$ cat src/timer16_pkg.sv
// Constants shared by the 16-bit timer/counter block
package timer16_pkg;

   ////////////////////////////////////////////////////////////////////////////
   // Register bus
   localparam int unsigned ADDR_W = 3;
   localparam int unsigned DATA_W = 8;
   localparam int unsigned COUNT_W = 16;

   localparam logic [2:0] ADDR_TIMER_CONTROL = 3'h0;
   localparam logic [2:0] ADDR_COUNT_LOW     = 3'h1;
   localparam logic [2:0] ADDR_COUNT_HIGH    = 3'h2;
   localparam logic [2:0] ADDR_COMPARE_LOW   = 3'h3;
   localparam logic [2:0] ADDR_COMPARE_HIGH  = 3'h4;
   localparam logic [2:0] ADDR_COMPARE_MODE  = 3'h5;
   localparam logic [2:0] ADDR_IRQ_STATUS    = 3'h6;
   localparam logic [2:0] ADDR_IRQ_MASK      = 3'h7;

   ////////////////////////////////////////////////////////////////////////////
   // Timer control register fields
   localparam int unsigned CTRL_TIMER_ON   = 0;
   localparam int unsigned CTRL_AUX_OSC_EN = 1;
   localparam int unsigned CTRL_CLK_SRC    = 2;
   localparam int unsigned CTRL_PRESC_LO   = 4;
   localparam int unsigned CTRL_PRESC_HI   = 5;
   localparam int unsigned CTRL_WIDE       = 7;
   localparam logic [7:0]  CTRL_WMASK      = 8'hB7;
   localparam logic [7:0]  CTRL_RESET      = 8'h00;

   ////////////////////////////////////////////////////////////////////////////
   // Compare unit and interrupt layout
   localparam logic [3:0]  MODE_SPECIAL_EVENT = 4'hB;
   localparam logic [3:0]  MODE_RESET         = 4'h0;
   localparam int unsigned IRQ_OVERFLOW       = 0;
   localparam int unsigned IRQ_SPECIAL        = 1;
   localparam logic [1:0]  IRQ_RESET          = 2'h0;
   localparam logic [15:0] COUNT_MAX          = 16'hFFFF;
   localparam logic [15:0] COUNT_ZERO         = 16'h0000;
   localparam logic [2:0]  PRESC_ZERO         = 3'h0;

endpackage : timer16_pkg

$ cat src/aux_osc.sv
// Low-power auxiliary oscillator amplifier and count edge detector
`timescale 1ns/1ps
`default_nettype none
module aux_osc (
   input  wire logic i_core_clk,
   input  wire logic i_reset,
   input  wire logic i_enable,
   input  wire logic i_osc_in,
   output var  logic o_osc_out,
   output var  logic o_rise
);
   logic in_q;
   logic out_q;

   // Enable is not gated by sleep, so the crystal keeps swinging
   always_ff @(posedge i_core_clk) begin
      if (i_reset) begin
         in_q  <= 1'b0;
         out_q <= 1'b0;
      end else begin
         in_q  <= i_osc_in;
         out_q <= i_enable & ~i_osc_in;
      end
   end

   assign o_osc_out = out_q;
   assign o_rise    = i_enable & i_osc_in & ~in_q;

   property p_osc_quiet_off;
      @(posedge i_core_clk) disable iff (i_reset)
      !i_enable |=> !o_osc_out;
   endproperty
   a_osc_quiet_off: assert property (p_osc_quiet_off) else $error("drive while off");
endmodule : aux_osc
`default_nettype wire

$ cat src/count_prescaler.sv
// Count prescaler: 1, 2, 4 or 8 input pulses per count tick
`timescale 1ns/1ps
`default_nettype none
module count_prescaler (
   input  wire logic       i_core_clk,
   input  wire logic       i_reset,
   input  wire logic       i_clear,
   input  wire logic       i_pulse,
   input  wire logic [1:0] i_ratio,
   output var  logic       o_tick
);
   logic [2:0] cnt_q;
   logic [2:0] mask;

   always_comb begin
      unique case (i_ratio)
         2'h0: mask = 3'h0;
         2'h1: mask = 3'h1;
         2'h2: mask = 3'h3;
         2'h3: mask = 3'h7;
      endcase
   end

   assign o_tick = i_pulse & ~i_clear & ((cnt_q & mask) == mask);

   always_ff @(posedge i_core_clk) begin
      if (i_reset || i_clear) begin
         cnt_q <= timer16_pkg::PRESC_ZERO;
      end else if (i_pulse) begin
         cnt_q <= o_tick ? timer16_pkg::PRESC_ZERO : 3'(cnt_q + 3'h1);
      end
   end

   property p_clear_empties;
      @(posedge i_core_clk) disable iff (i_reset)
      i_clear |=> cnt_q == 3'h0;
   endproperty
   a_clear_empties: assert property (p_clear_empties) else $error("not cleared");

   property p_clear_no_tick;
      @(posedge i_core_clk) disable iff (i_reset)
      i_clear |-> !o_tick;
   endproperty
   a_clear_no_tick: assert property (p_clear_no_tick) else $error("tick in clear");
endmodule : count_prescaler
`default_nettype wire

$ cat src/timer16.sv
// 16-bit timer/counter with compare trigger, wide access and overflow interrupt
//
// Added by the designer: the strobed register port and the placing of the registers.
`timescale 1ns/1ps
`default_nettype none
// Overview of operation
// - The auxiliary oscillator is enabled only while its enable bit in the control register is set.
// - The auxiliary oscillator keeps running in sleep so the counter can still advance from it.
// - The counter counts up from 0000h to FFFFh and wraps back to 0000h.
// - Each wrap from FFFFh to zero sets the overflow flag, which stays set until software clears it.
// - The overflow flag raises the interrupt only while its enable bit is set.
// - With compare mode 1011 each trigger resets the counter and starts a conversion if enabled.
// - A trigger reset never sets the overflow flag.
// - A counter write in the same cycle as a trigger wins over the trigger reset.
// - With trigger resets active the counter wraps to zero on a compare match, giving a period of compare plus one.
// - With wide access on, the high-byte address maps to a high-byte buffer.
// - With wide access on, a low-byte read copies the live high byte into the buffer.
// - With wide access on, a low-byte write loads the live high byte from the buffer at once.
// - With wide access on, the live high byte is neither read nor written directly.
// - A low-byte write clears the prescaler and a high-byte write leaves it alone.
module timer16 (
   input  wire logic       i_core_clk,
   input  wire logic       i_reset,
   input  wire logic [2:0] i_addr,
   input  wire logic [7:0] i_wdata,
   input  wire logic       i_wr,
   input  wire logic       i_rd,
   input  wire logic       i_sleep,
   input  wire logic       i_adc_enable,
   input  wire logic       i_aux_osc_in_pin,
   output var  logic [7:0] o_rdata,
   output var  logic       o_aux_osc_out_pin,
   output var  logic       o_aux_osc_enable,
   output var  logic       o_adc_start,
   output var  logic       o_irq
);

   ////////////////////////////////////////////////////////////////////////////
   // State
   logic [7:0]  ctrl_q;
   logic [15:0] count_q;
   logic [7:0]  high_buf_q;
   logic [15:0] compare_q;
   logic [3:0]  compare_mode_q;
   logic [1:0]  status_q;
   logic [1:0]  mask_q;
   logic [7:0]  rdata_q;

   logic wr_low;
   logic wr_high;
   logic rd_low;
   logic rd_high;
   logic wide;
   logic osc_rise;
   logic src_pulse;
   logic tick;
   logic count_write;
   logic special_sel;
   logic trig_event;
   logic overflow_event;

   function automatic logic hit(input logic [2:0] addr, input logic [2:0] target);
      hit = (addr == target);
   endfunction : hit

   assign wide    = ctrl_q[timer16_pkg::CTRL_WIDE];
   assign wr_low  = i_wr & hit(i_addr, timer16_pkg::ADDR_COUNT_LOW);
   assign wr_high = i_wr & hit(i_addr, timer16_pkg::ADDR_COUNT_HIGH);
   assign rd_low  = i_rd & hit(i_addr, timer16_pkg::ADDR_COUNT_LOW);
   assign rd_high = i_rd & hit(i_addr, timer16_pkg::ADDR_COUNT_HIGH);

   ////////////////////////////////////////////////////////////////////////////
   // Count source and prescaler
   aux_osc u_aux_osc (
      .i_core_clk (i_core_clk),
      .i_reset    (i_reset),
      .i_enable   (ctrl_q[timer16_pkg::CTRL_AUX_OSC_EN]),
      .i_osc_in   (i_aux_osc_in_pin),
      .o_osc_out  (o_aux_osc_out_pin),
      .o_rise     (osc_rise)
   );

   assign o_aux_osc_enable = ctrl_q[timer16_pkg::CTRL_AUX_OSC_EN];

   // System clock counting halts in sleep; oscillator counting does not
   assign src_pulse = ctrl_q[timer16_pkg::CTRL_TIMER_ON]
                    & (ctrl_q[timer16_pkg::CTRL_CLK_SRC] ? osc_rise : ~i_sleep);

   count_prescaler u_prescaler (
      .i_core_clk (i_core_clk),
      .i_reset    (i_reset),
      .i_clear    (wr_low),
      .i_pulse    (src_pulse),
      .i_ratio    (ctrl_q[timer16_pkg::CTRL_PRESC_HI:timer16_pkg::CTRL_PRESC_LO]),
      .o_tick     (tick)
   );

   ////////////////////////////////////////////////////////////////////////////
   // Events
   // Only synchronous counting is supported, so the trigger is always safe here
   assign count_write    = wr_low | (wr_high & ~wide);
   assign special_sel    = (compare_mode_q == timer16_pkg::MODE_SPECIAL_EVENT);
   assign trig_event     = tick & special_sel & (count_q == compare_q)
                         & ~count_write;
   assign overflow_event = tick & ~count_write & ~trig_event
                         & (count_q == timer16_pkg::COUNT_MAX);
   assign o_adc_start    = trig_event & i_adc_enable;

   ////////////////////////////////////////////////////////////////////////////
   // Counter
   always_ff @(posedge i_core_clk) begin
      if (i_reset) begin
         count_q <= timer16_pkg::COUNT_ZERO;
      end else if (wr_low) begin
         count_q[7:0] <= i_wdata;
         if (wide) begin
            count_q[15:8] <= high_buf_q;
         end
      end else if (wr_high && !wide) begin
         count_q[15:8] <= i_wdata;
      end else if (trig_event) begin
         count_q <= timer16_pkg::COUNT_ZERO;
      end else if (tick) begin
         count_q <= 16'(count_q + 16'h0001);
      end
   end

   // High-byte buffer
   always_ff @(posedge i_core_clk) begin
      if (i_reset) begin
         high_buf_q <= 8'h00;
      end else if (wide && rd_low) begin
         high_buf_q <= count_q[15:8];
      end else if (wide && wr_high) begin
         high_buf_q <= i_wdata;
      end
   end

   ////////////////////////////////////////////////////////////////////////////
   // Configuration registers
   always_ff @(posedge i_core_clk) begin
      if (i_reset) begin
         ctrl_q <= timer16_pkg::CTRL_RESET;
      end else if (i_wr && hit(i_addr, timer16_pkg::ADDR_TIMER_CONTROL)) begin
         ctrl_q <= i_wdata & timer16_pkg::CTRL_WMASK;
      end
   end

   always_ff @(posedge i_core_clk) begin
      if (i_reset) begin
         compare_q      <= timer16_pkg::COUNT_ZERO;
         compare_mode_q <= timer16_pkg::MODE_RESET;
      end else if (i_wr) begin
         if (hit(i_addr, timer16_pkg::ADDR_COMPARE_LOW)) begin
            compare_q[7:0] <= i_wdata;
         end
         if (hit(i_addr, timer16_pkg::ADDR_COMPARE_HIGH)) begin
            compare_q[15:8] <= i_wdata;
         end
         if (hit(i_addr, timer16_pkg::ADDR_COMPARE_MODE)) begin
            compare_mode_q <= i_wdata[3:0];
         end
      end
   end

   ////////////////////////////////////////////////////////////////////////////
   // Interrupts: sticky status, cleared by reading it; a new event wins
   always_ff @(posedge i_core_clk) begin
      if (i_reset) begin
         status_q <= timer16_pkg::IRQ_RESET;
      end else begin
         status_q <= (i_rd && hit(i_addr, timer16_pkg::ADDR_IRQ_STATUS) ? 2'h0 : status_q)
                   | {trig_event, overflow_event};
      end
   end

   always_ff @(posedge i_core_clk) begin
      if (i_reset) begin
         mask_q <= timer16_pkg::IRQ_RESET;
      end else if (i_wr && hit(i_addr, timer16_pkg::ADDR_IRQ_MASK)) begin
         mask_q <= i_wdata[1:0];
      end
   end

   assign o_irq = |(status_q & mask_q);

   ////////////////////////////////////////////////////////////////////////////
   // Read data, valid only in the cycle after the strobe
   always_ff @(posedge i_core_clk) begin
      if (i_reset || !i_rd) begin
         rdata_q <= 8'h00;
      end else begin
         unique case (i_addr)
            timer16_pkg::ADDR_TIMER_CONTROL: rdata_q <= ctrl_q;
            timer16_pkg::ADDR_COUNT_LOW:     rdata_q <= count_q[7:0];
            timer16_pkg::ADDR_COUNT_HIGH:
               rdata_q <= wide ? high_buf_q : count_q[15:8];
            timer16_pkg::ADDR_COMPARE_LOW:   rdata_q <= compare_q[7:0];
            timer16_pkg::ADDR_COMPARE_HIGH:  rdata_q <= compare_q[15:8];
            timer16_pkg::ADDR_COMPARE_MODE:  rdata_q <= {4'h0, compare_mode_q};
            timer16_pkg::ADDR_IRQ_STATUS:    rdata_q <= {6'h00, status_q};
            timer16_pkg::ADDR_IRQ_MASK:      rdata_q <= {6'h00, mask_q};
         endcase
      end
   end

   assign o_rdata = rdata_q;

   ////////////////////////////////////////////////////////////////////////////
   // Checks
   property p_osc_sleep;
      @(posedge i_core_clk) disable iff (i_reset)
      (o_aux_osc_enable && i_sleep) |=> o_aux_osc_out_pin == !$past(i_aux_osc_in_pin);
   endproperty
   a_osc_sleep: assert property (p_osc_sleep) else $error("oscillator off in sleep");

   property p_count_up;
      @(posedge i_core_clk) disable iff (i_reset)
      (tick && !count_write && !trig_event) |=> count_q == 16'($past(count_q) + 16'h0001);
   endproperty
   a_count_up: assert property (p_count_up) else $error("counter did not advance");

   property p_overflow_flag;
      @(posedge i_core_clk) disable iff (i_reset)
      overflow_event |=> status_q[0] && count_q == 16'h0000;
   endproperty
   a_overflow_flag: assert property (p_overflow_flag) else $error("wrap lost flag");

   property p_irq_gate;
      @(posedge i_core_clk) disable iff (i_reset)
      (status_q[0] && !mask_q[0] && !(status_q[1] && mask_q[1])) |-> !o_irq;
   endproperty
   a_irq_gate: assert property (p_irq_gate) else $error("masked overflow raised irq");

   property p_trig_reset;
      @(posedge i_core_clk) disable iff (i_reset)
      trig_event |-> (o_adc_start == i_adc_enable) ##1 count_q == 16'h0000;
   endproperty
   a_trig_reset: assert property (p_trig_reset) else $error("trigger reset failed");

   property p_trig_no_flag;
      @(posedge i_core_clk) disable iff (i_reset)
      (trig_event && !status_q[0]) |=> !status_q[0];
   endproperty
   a_trig_no_flag: assert property (p_trig_no_flag) else $error("trigger set overflow");

   // A low write never meets a tick: it empties the prescaler first
   property p_write_wins;
      @(posedge i_core_clk) disable iff (i_reset)
      (wr_high && !wide && tick && special_sel && count_q == compare_q)
         |=> count_q[15:8] == $past(i_wdata) && !$past(o_adc_start);
   endproperty
   a_write_wins: assert property (p_write_wins) else $error("trigger beat write");

   property p_latch_high;
      @(posedge i_core_clk) disable iff (i_reset)
      (wide && rd_low) |=> high_buf_q == $past(count_q[15:8]);
   endproperty
   a_latch_high: assert property (p_latch_high) else $error("buffer not latched");

   property p_load_high;
      @(posedge i_core_clk) disable iff (i_reset)
      (wide && wr_low) |=> count_q[15:8] == $past(high_buf_q);
   endproperty
   a_load_high: assert property (p_load_high) else $error("high byte not loaded");

   property p_buffer_read;
      @(posedge i_core_clk) disable iff (i_reset)
      (wide && rd_high) |=> o_rdata == $past(high_buf_q);
   endproperty
   a_buffer_read: assert property (p_buffer_read) else $error("live high byte read");

   property p_direct_high;
      @(posedge i_core_clk) disable iff (i_reset)
      (!wide && wr_high) |=> count_q[15:8] == $past(i_wdata);
   endproperty
   a_direct_high: assert property (p_direct_high) else $error("direct write lost");

   property p_irq_raise;
      @(posedge i_core_clk) disable iff (i_reset)
      (status_q[0] && mask_q[0]) |-> o_irq;
   endproperty
   a_irq_raise: assert property (p_irq_raise) else $error("irq missing");

   property p_flag_sticky;
      @(posedge i_core_clk) disable iff (i_reset)
      (status_q[0] && !(i_rd && i_addr == timer16_pkg::ADDR_IRQ_STATUS)) |=> status_q[0];
   endproperty
   a_flag_sticky: assert property (p_flag_sticky) else $error("flag not held");

   property p_flag_clear;
      @(posedge i_core_clk) disable iff (i_reset)
      (i_rd && i_addr == timer16_pkg::ADDR_IRQ_STATUS && !overflow_event && !trig_event)
         |=> status_q == 2'h0;
   endproperty
   a_flag_clear: assert property (p_flag_clear) else $error("flag not cleared");

   property p_buffer_write;
      @(posedge i_core_clk) disable iff (i_reset)
      (wide && wr_high) |=> high_buf_q == $past(i_wdata);
   endproperty
   a_buffer_write: assert property (p_buffer_write) else $error("no buffer write");

   // A tick may still carry into the live high byte, so only idle cycles are checked
   property p_live_high_kept;
      @(posedge i_core_clk) disable iff (i_reset)
      (wide && wr_high && !tick) |=> count_q[15:8] == $past(count_q[15:8]);
   endproperty
   a_live_high_kept: assert property (p_live_high_kept) else $error("high written");

endmodule : timer16
`default_nettype wire

$ cat config.mk
export PLATFORM = sky130hd
export DESIGN_NAME = timer16
export DESIGN_NICKNAME = d
export VERILOG_FILES = /design/src/timer16_pkg.sv /design/src/aux_osc.sv /design/src/count_prescaler.sv /design/src/timer16.sv
export SDC_FILE = /design/constraint.sdc
export NUM_CORES = 1
export LEC_CHECK = 0
export ABC_AREA = 1
export BUFFER_PORTS_ARGS = -buffer_cell sky130_fd_sc_hd__buf_2
export CAP_MARGIN = 20
export CORE_MARGIN = 2
export CORE_UTILIZATION = 51
export CTS_CLUSTER_DIAMETER = 40
export CTS_CLUSTER_SIZE = 12
export DETAILED_ROUTE_END_ITERATION = 12
export GPL_TIMING_DRIVEN = 0
export PLACE_DENSITY = 0.74
export REMOVE_ABC_BUFFERS = 1
export SLEW_MARGIN = 20
export SYNTH_ARGS = -nofsm -noshare
export SYNTH_HDL_FRONTEND = slang
export SYNTH_HIERARCHICAL = 1
export SYNTH_SLANG_ARGS = --single-unit
$ cat constraint.sdc
create_clock -name i_core_clk -period 3.2 [get_ports i_core_clk]
set_clock_uncertainty 0.15 [all_clocks]
set_input_delay 0.64 -clock i_core_clk [delete_from_list [all_inputs] [get_ports i_core_clk]]
set_output_delay 0.64 -clock i_core_clk [all_outputs]
set_load 0.01 [all_outputs]
==> results_dict.tcl, run 1 <==
set metrics [dict create \
    outcome "finished clean" \
    root_buffer "clkbuf_8" \
    synthFlopType "dfxtp_1" \
    insertion_delay_ns 0.36 \
    synth_area_leader_cell "dfxtp_1" \
    p_per_area_nw_per_um2 430 \
    grt_pass1_vias 3936 \
    diodes 0 \
    postSynthCellCount 580 \
    postSynth.asyncResetShare_pct 0 \
    final-hold-violation-count 0 \
    worstReg2RegEnd "count_q[15]" \
    leakage_nw 1.84 \
    first_pass_iters 5 \
    vias_per_cell 5.80 \
    start_util_pct 52.9 \
    ios 30 \
    grt_first_pass_wirelength_um 19500 \
    numCtsBuffers 9 \
    area_growth_pct 12.2 \
    clkSinkCount 67 \
    min-delay-start "ctrl_q[0]" \
    worstPathArrival_ns 2.18 \
    vias 4135 \
    synth.cell_area_sq_um 3860 \
    clock_path_buffers 2 \
    num_rows 31 \
    clk_pin_slew_ns 0.08 \
    fillers 718 \
    rrSetupSlack_ns 0.88 \
    hold_path.class "flip-flop to flip-flop" \
    seq_area_frac_synth_pct 34.8 \
    crit_type "flip-flop to primary output" \
    synth_cell_types 41 \
    die_y_um 91.0 \
    hold_slack_ns 0.339 \
    cp-start-kind "flip-flop" \
    worst_pin_slew_ns 0.635 \
    cp-end-kind "primary output" \
    finalCritPeriodShare_pct 92.9 \
    ir_drop_uv 227 \
    drive_above_1_share_pct 13.4 \
    grt_max_degree 40 \
    min_period_ns 2.97 \
    synth-edff-count 0 \
    setup_viol 0 \
    r2r-start "ctrl_q[1]" \
    grt-ovfl-total 0 \
    synth_area_per_cell_sq_um 6.65 \
    slew_violations 0 \
    maxCapViolations 0 \
    yosys_register_bits 67 \
    reg2regPathDepth 12 \
    final_core_util_pct 59.3 \
    setup.worst_path.start "ctrl_q[1]" \
    rsz0062_at_grt "no" \
    place_ws_ns -0.126 \
    layout_setup_ws_ns 0.228 \
    tns_ns 0 \
    htreeDepth 3 \
    finalWirelength_um 11800 \
    drtAntennaViolNets 0 \
    post-route-drc-count 0 \
    nNetsFinal 629 \
    setup.worst_path.end "o_adc_start" \
    dpl.hpwl_um 8510 \
    total_power_mw 1.86 \
    yosys-top-cells-area "dfxtp_1 (35%), nand2_1 (12%), a21oi_1 (8.6%)" \
    die_x_um 91.0 \
    final_common_cell "nand2_1" \
    fmax_mhz 337 \
    grtUsageTotal_pct 29.8 \
    crit_fanout 5 \
    synth_warnings 6 \
    port_buffers 29 \
    relSlewSlack_pct 57.7 \
    gp_congestion 0.990 \
    drtIter0Drc 467 \
    synth_top_area_share_pct 34.8 \
    cts_tree "yes" \
    final_cell_mix "nand2_1 (124), dfxtp_1 (67), a21oi_1 (65)" \
    antenna_found_initial 0 \
    coreArea_sq_um 7290 \
    crit_required_ns 2.41 \
    fp.dieArea_sq_um 8270 \
    wl_per_cell_um 16.6 \
]
-- repair_timing --
item / in CTS / in global routing
setup endpoints to repair: 1 / 1
setup buffers: 0 / 4
hold endpoints to repair: 0 / 0
hold buffers: 0 / 0
gates resized for setup: 2 / 1
-- worst min path at each step --
stage / end / depth (start not counted) / slack [ns]
after floorplan: compare_mode_q[1] / 2 / 0.29
after global placement: ctrl_q[0] / 2 / 0.32
after detailed placement: ctrl_q[5] / 2 / 0.32
after CTS: ctrl_q[0] / 2 / 0.34
after global routing: ctrl_q[0] / 2 / 0.36
final: ctrl_q[0] / 2 / 0.34
-- kinds of logic after synthesis --
| logic type | count (synthesis) | share of synthesized area [%] |
|---|---|---|
| adder cells (fa/ha/maj) | 2 | 0.649 |
| buffers and inverters | 90 | 9.38 |
| flip-flops | 67 | 34.8 |
| XOR/XNOR | 11 | 2.50 |
| AND/OR/NAND/NOR | 242 | 28.7 |
| AO/OA/AOI/OAI | 168 | 24.0 |
-- state kept, by name (all words and copies together), names as in the netlist --
| register | cells |
|---|---|
| count_q | 16 |
| status_q | 2 |
| compare_q | 16 |
| ctrl_q | 6 |
| u_aux_osc/in_q | 1 |
| mask_q | 2 |
| u_aux_osc/o_osc_out | 1 |
| high_buf_q | 8 |
| compare_mode_q | 4 |
| u_prescaler/cnt_q | 3 |
| o_rdata | 8 |
-- routing by layer --
| metal | track usage (%) | share of wire [%] | up-vias |
|---|---|---|---|
| li1 | - | - | 2005 |
| met5 | 0 | 0 | - |
| met2 | 46.2 | 45 | 202 |
| met3 | 6.31 | 8.7 | 40 |
| met4 | 14.8 | 3.5 | 0 |
| met1 | 39.3 | 43 | 1888 |
-- layout make-up --
class / count / area, sq um / share of cell area [%]
clock buffers: 9 / 124 / 2.86
flip-flops and latches: 67 / 1340 / 31.0
clock inverters: 7 / 73.8 / 1.71
inverters: 74 / 283 / 6.54
repair buffers: 34 / 203 / 4.68
well taps: 99 / 124 / 2.86
multi-input cells: 423 / 2180 / 50.3
-- synthesized netlist by cell type, types with 8 or more instances --
master    count
nand2_1     124
dfxtp_1      67
a21oi_1      66
inv_1        63
o21ai_0      54
nor2_1       52
nand3_1      35
o22ai_1      16
o21ai_1      12
clkbuf_1     11
a22oi_1       9
inv_2         9
xor2_1        8
-- critical path, stage by stage, from the launching register on --
cell and delay [ns]:
dfxtp_1 0.42, nand2_1 0.09, nor2_2 0.08, o21ai_0 0.10
a21oi_2 0.23, inv_2 0.08, nor2_4 0.12, a21boi_4 0.22
nand3_2 0.13, nor3b_1 0.20, buf_2 0.16
-- power by group --
part / internal [mW] / total, mW / switching [mW]
Sequential: 0.857 / 0.886 / 0.0290
Clock: 0.365 / 0.741 / 0.376
Combinational: 0.0750 / 0.234 / 0.159
Total: 1.30 / 1.86 / 0.565
-- through the flow --
stage,area (sq um),std cells
after detailed placement,4050,692
final,4330,713
after floorplan,3780,564
after CTS,4260,708
after global routing,4330,713
after global placement,4050,692
(Power assumes the default switching activity.)
==> run 2: changes to the inputs <==
Settings changed: ABC_AREA 1 to default.
==> results_dict.tcl, run 2 <==
set metrics [dict create \
    drive_above_1_share_pct 18.1 \
    grt-ovfl-total 0 \
    root_buffer "clkbuf_8" \
    place_ws_ns -1.38 \
    start_util_pct 52.2 \
    numCtsBuffers 9 \
    first_pass_iters 5 \
    vias 3731 \
    fp.dieArea_sq_um 8550 \
    relSlewSlack_pct 32.7 \
    p_per_area_nw_per_um2 439 \
    clock_path_buffers 2 \
    dpl_cell_area_sq_um 4050 \
    tns_ns 0 \
    synth-edff-count 0 \
    vias_per_cell 6.29 \
    min_period_ns 3.16 \
    synth.cell_area_sq_um 3990 \
    finalWirelength_um 11200 \
    ir_drop_uv 240 \
    cp-end-kind "primary output" \
    synth_top_area_share_pct 33.6 \
    insertion_delay_ns 0.35 \
    slew_violations 0 \
    synthTopCellsByCount "dfxtp_1 (67), nand2_1 (53), nor2_1 (43)" \
    layout_setup_ws_ns 0.0437 \
    largestRegisters "compare_q (16), count_q (16)" \
    clk_pin_slew_ns 0.07 \
    synth_cell_types 67 \
    num_rows 32 \
    dpl.hpwl_um 7570 \
    die_x_um 92.5 \
    fin_area_sq_um 4420 \
    antenna_found_initial 0 \
    ios 30 \
    gp_congestion 0.945 \
    final_common_cell "dfxtp_1" \
    synthFlopType "dfxtp_1" \
    dp.cells 570 \
    synth_area_per_cell_sq_um 8.36 \
    area_growth_pct 10.8 \
    worst_pin_slew_ns 1.01 \
    leakage_nw 1.60 \
    setup_viol 0 \
    drtAntennaViolNets 0 \
    instances_no_fill 593 \
    die_y_um 92.5 \
    grt_max_degree 61 \
    crit_type "input port to primary output" \
    total_power_mw 1.94 \
    yosys_register_bits 67 \
    coreArea_sq_um 7650 \
    crit_required_ns 2.41 \
    worstPathArrival_ns 2.37 \
    nNetsFinal 506 \
    clkSinkCount 67 \
    grt_pass1_vias 3489 \
    post-route-drc-count 0 \
    drtIter0Drc 450 \
    outcome "finished clean" \
    grtUsageTotal_pct 27.0 \
    htreeDepth 3 \
    synth_area_leader_cell "dfxtp_1" \
    fillers 694 \
    cp-start-kind "input port" \
    postSynth.asyncResetShare_pct 0 \
    grt_first_pass_wirelength_um 18100 \
    yosysMostFrequentCell "dfxtp_1" \
    postSynthCellCount 477 \
    maxCapViolations 0 \
    cts_tree "yes" \
    hold_path.class "input port to flip-flop" \
    crit_fanout 25 \
    finalCritPeriodShare_pct 98.6 \
    yosys-top-cells-area "dfxtp_1 (34%), mux2i_1 (6.8%), nand2_1 (5.0%)" \
    wl_per_cell_um 18.9 \
    synth_warnings 6 \
    diodes 0 \
    port_buffers 29 \
    final-hold-violation-count 0 \
    final_cell_mix "dfxtp_1 (66), nand2_1 (52), nor2_1 (43)" \
    seq_area_frac_synth_pct 33.6 \
    fmax_mhz 317 \
]
## run 2: cell count changes in the layout (fill, tap and decap cells not counted), sizes merged, moves of 16 or more
cell   change
nand2     -72
inv       -69
o21ai     -53
a21oi     -29
mux2i     +27
nand3     -27
nor2      -16
## run 2: cell families after synthesis
group           synth area share (%)
buf+inv                         5.96
xor+xnor                        4.39
flops                           33.6
fa+ha+maj                      0.627
simple gates                    27.4
compound gates                  18.1
mux                             9.88
## run 2: path summary, 6_finish.rpt
check,startpoint,endpoint,slack (ns),cells past startpoint
worst max-delay path,i_addr[2],o_adc_start,0.04,10
worst min-delay path,i_aux_osc_in_pin,u_aux_osc/o_osc_out,0.33,2
worst max register to register,ctrl_q[1],count_q[9],0.30,11
worst min register to register,status_q[1],status_q[1],0.34,2
## run 2: through the flow
stage          util [%]  hold slack [ns]
2_1_floorplan         -            0.291
5_1_grt            57.8            0.324
6_report           57.8            0.330
3_5_place_dp       53.0            0.324
3_3_place_gp       53.0            0.324
4_1_cts            57.0            0.329
## run 2: worst max-delay path: stages
cell	delay, ns
buf_16	0.15
and2b_4	0.23
nand2_8	0.09
inv_6	0.09
and3b_2	0.30
and2b_2	0.18
nand4_4	0.14
nor3_2	0.19
and4_1	0.21
buf_2	0.14
## run 2: what timing repair did
action,in CTS,in global routing
endpoints found under the setup margin,19,4
gates resized for setup,19,7
buffers inserted,2,5
hold buffers,0,0
pin swaps,0,1
## run 2: per-layer routing
layer  wire length (um)  vias to the layer above  GRT usage (%)
li1                   -                     1747              -
met1               4800                     1790           36.1
met2               5250                      169           43.5
met3                965                       25           6.59
met4                201                        0           7.84
met5                  0                        -              0
## run 2: cell type report
| type | instances | area (sq um) | area share, % |
|---|---|---|---|
| Tap cell | 102 | 128 | 2.89 |
| Sequential cell | 67 | 1340 | 30.4 |
| Clock inverter | 6 | 88.8 | 2.01 |
| Timing Repair Buffer | 36 | 239 | 5.40 |
| Inverter | 7 | 31.3 | 0.707 |
| Multi-Input combinational cell | 365 | 2460 | 55.5 |
| Clock buffer | 10 | 138 | 3.11 |
## run 2: power breakdown
| part | switching, mW | internal, mW | leakage (nW) |
|---|---|---|---|
| combinational | 0.143 | 0.0968 | 0.946 |
| clock | 0.342 | 0.460 | 0.108 |
| sequential | 0.0426 | 0.857 | 0.543 |
| total | 0.528 | 1.41 | 1.60 |
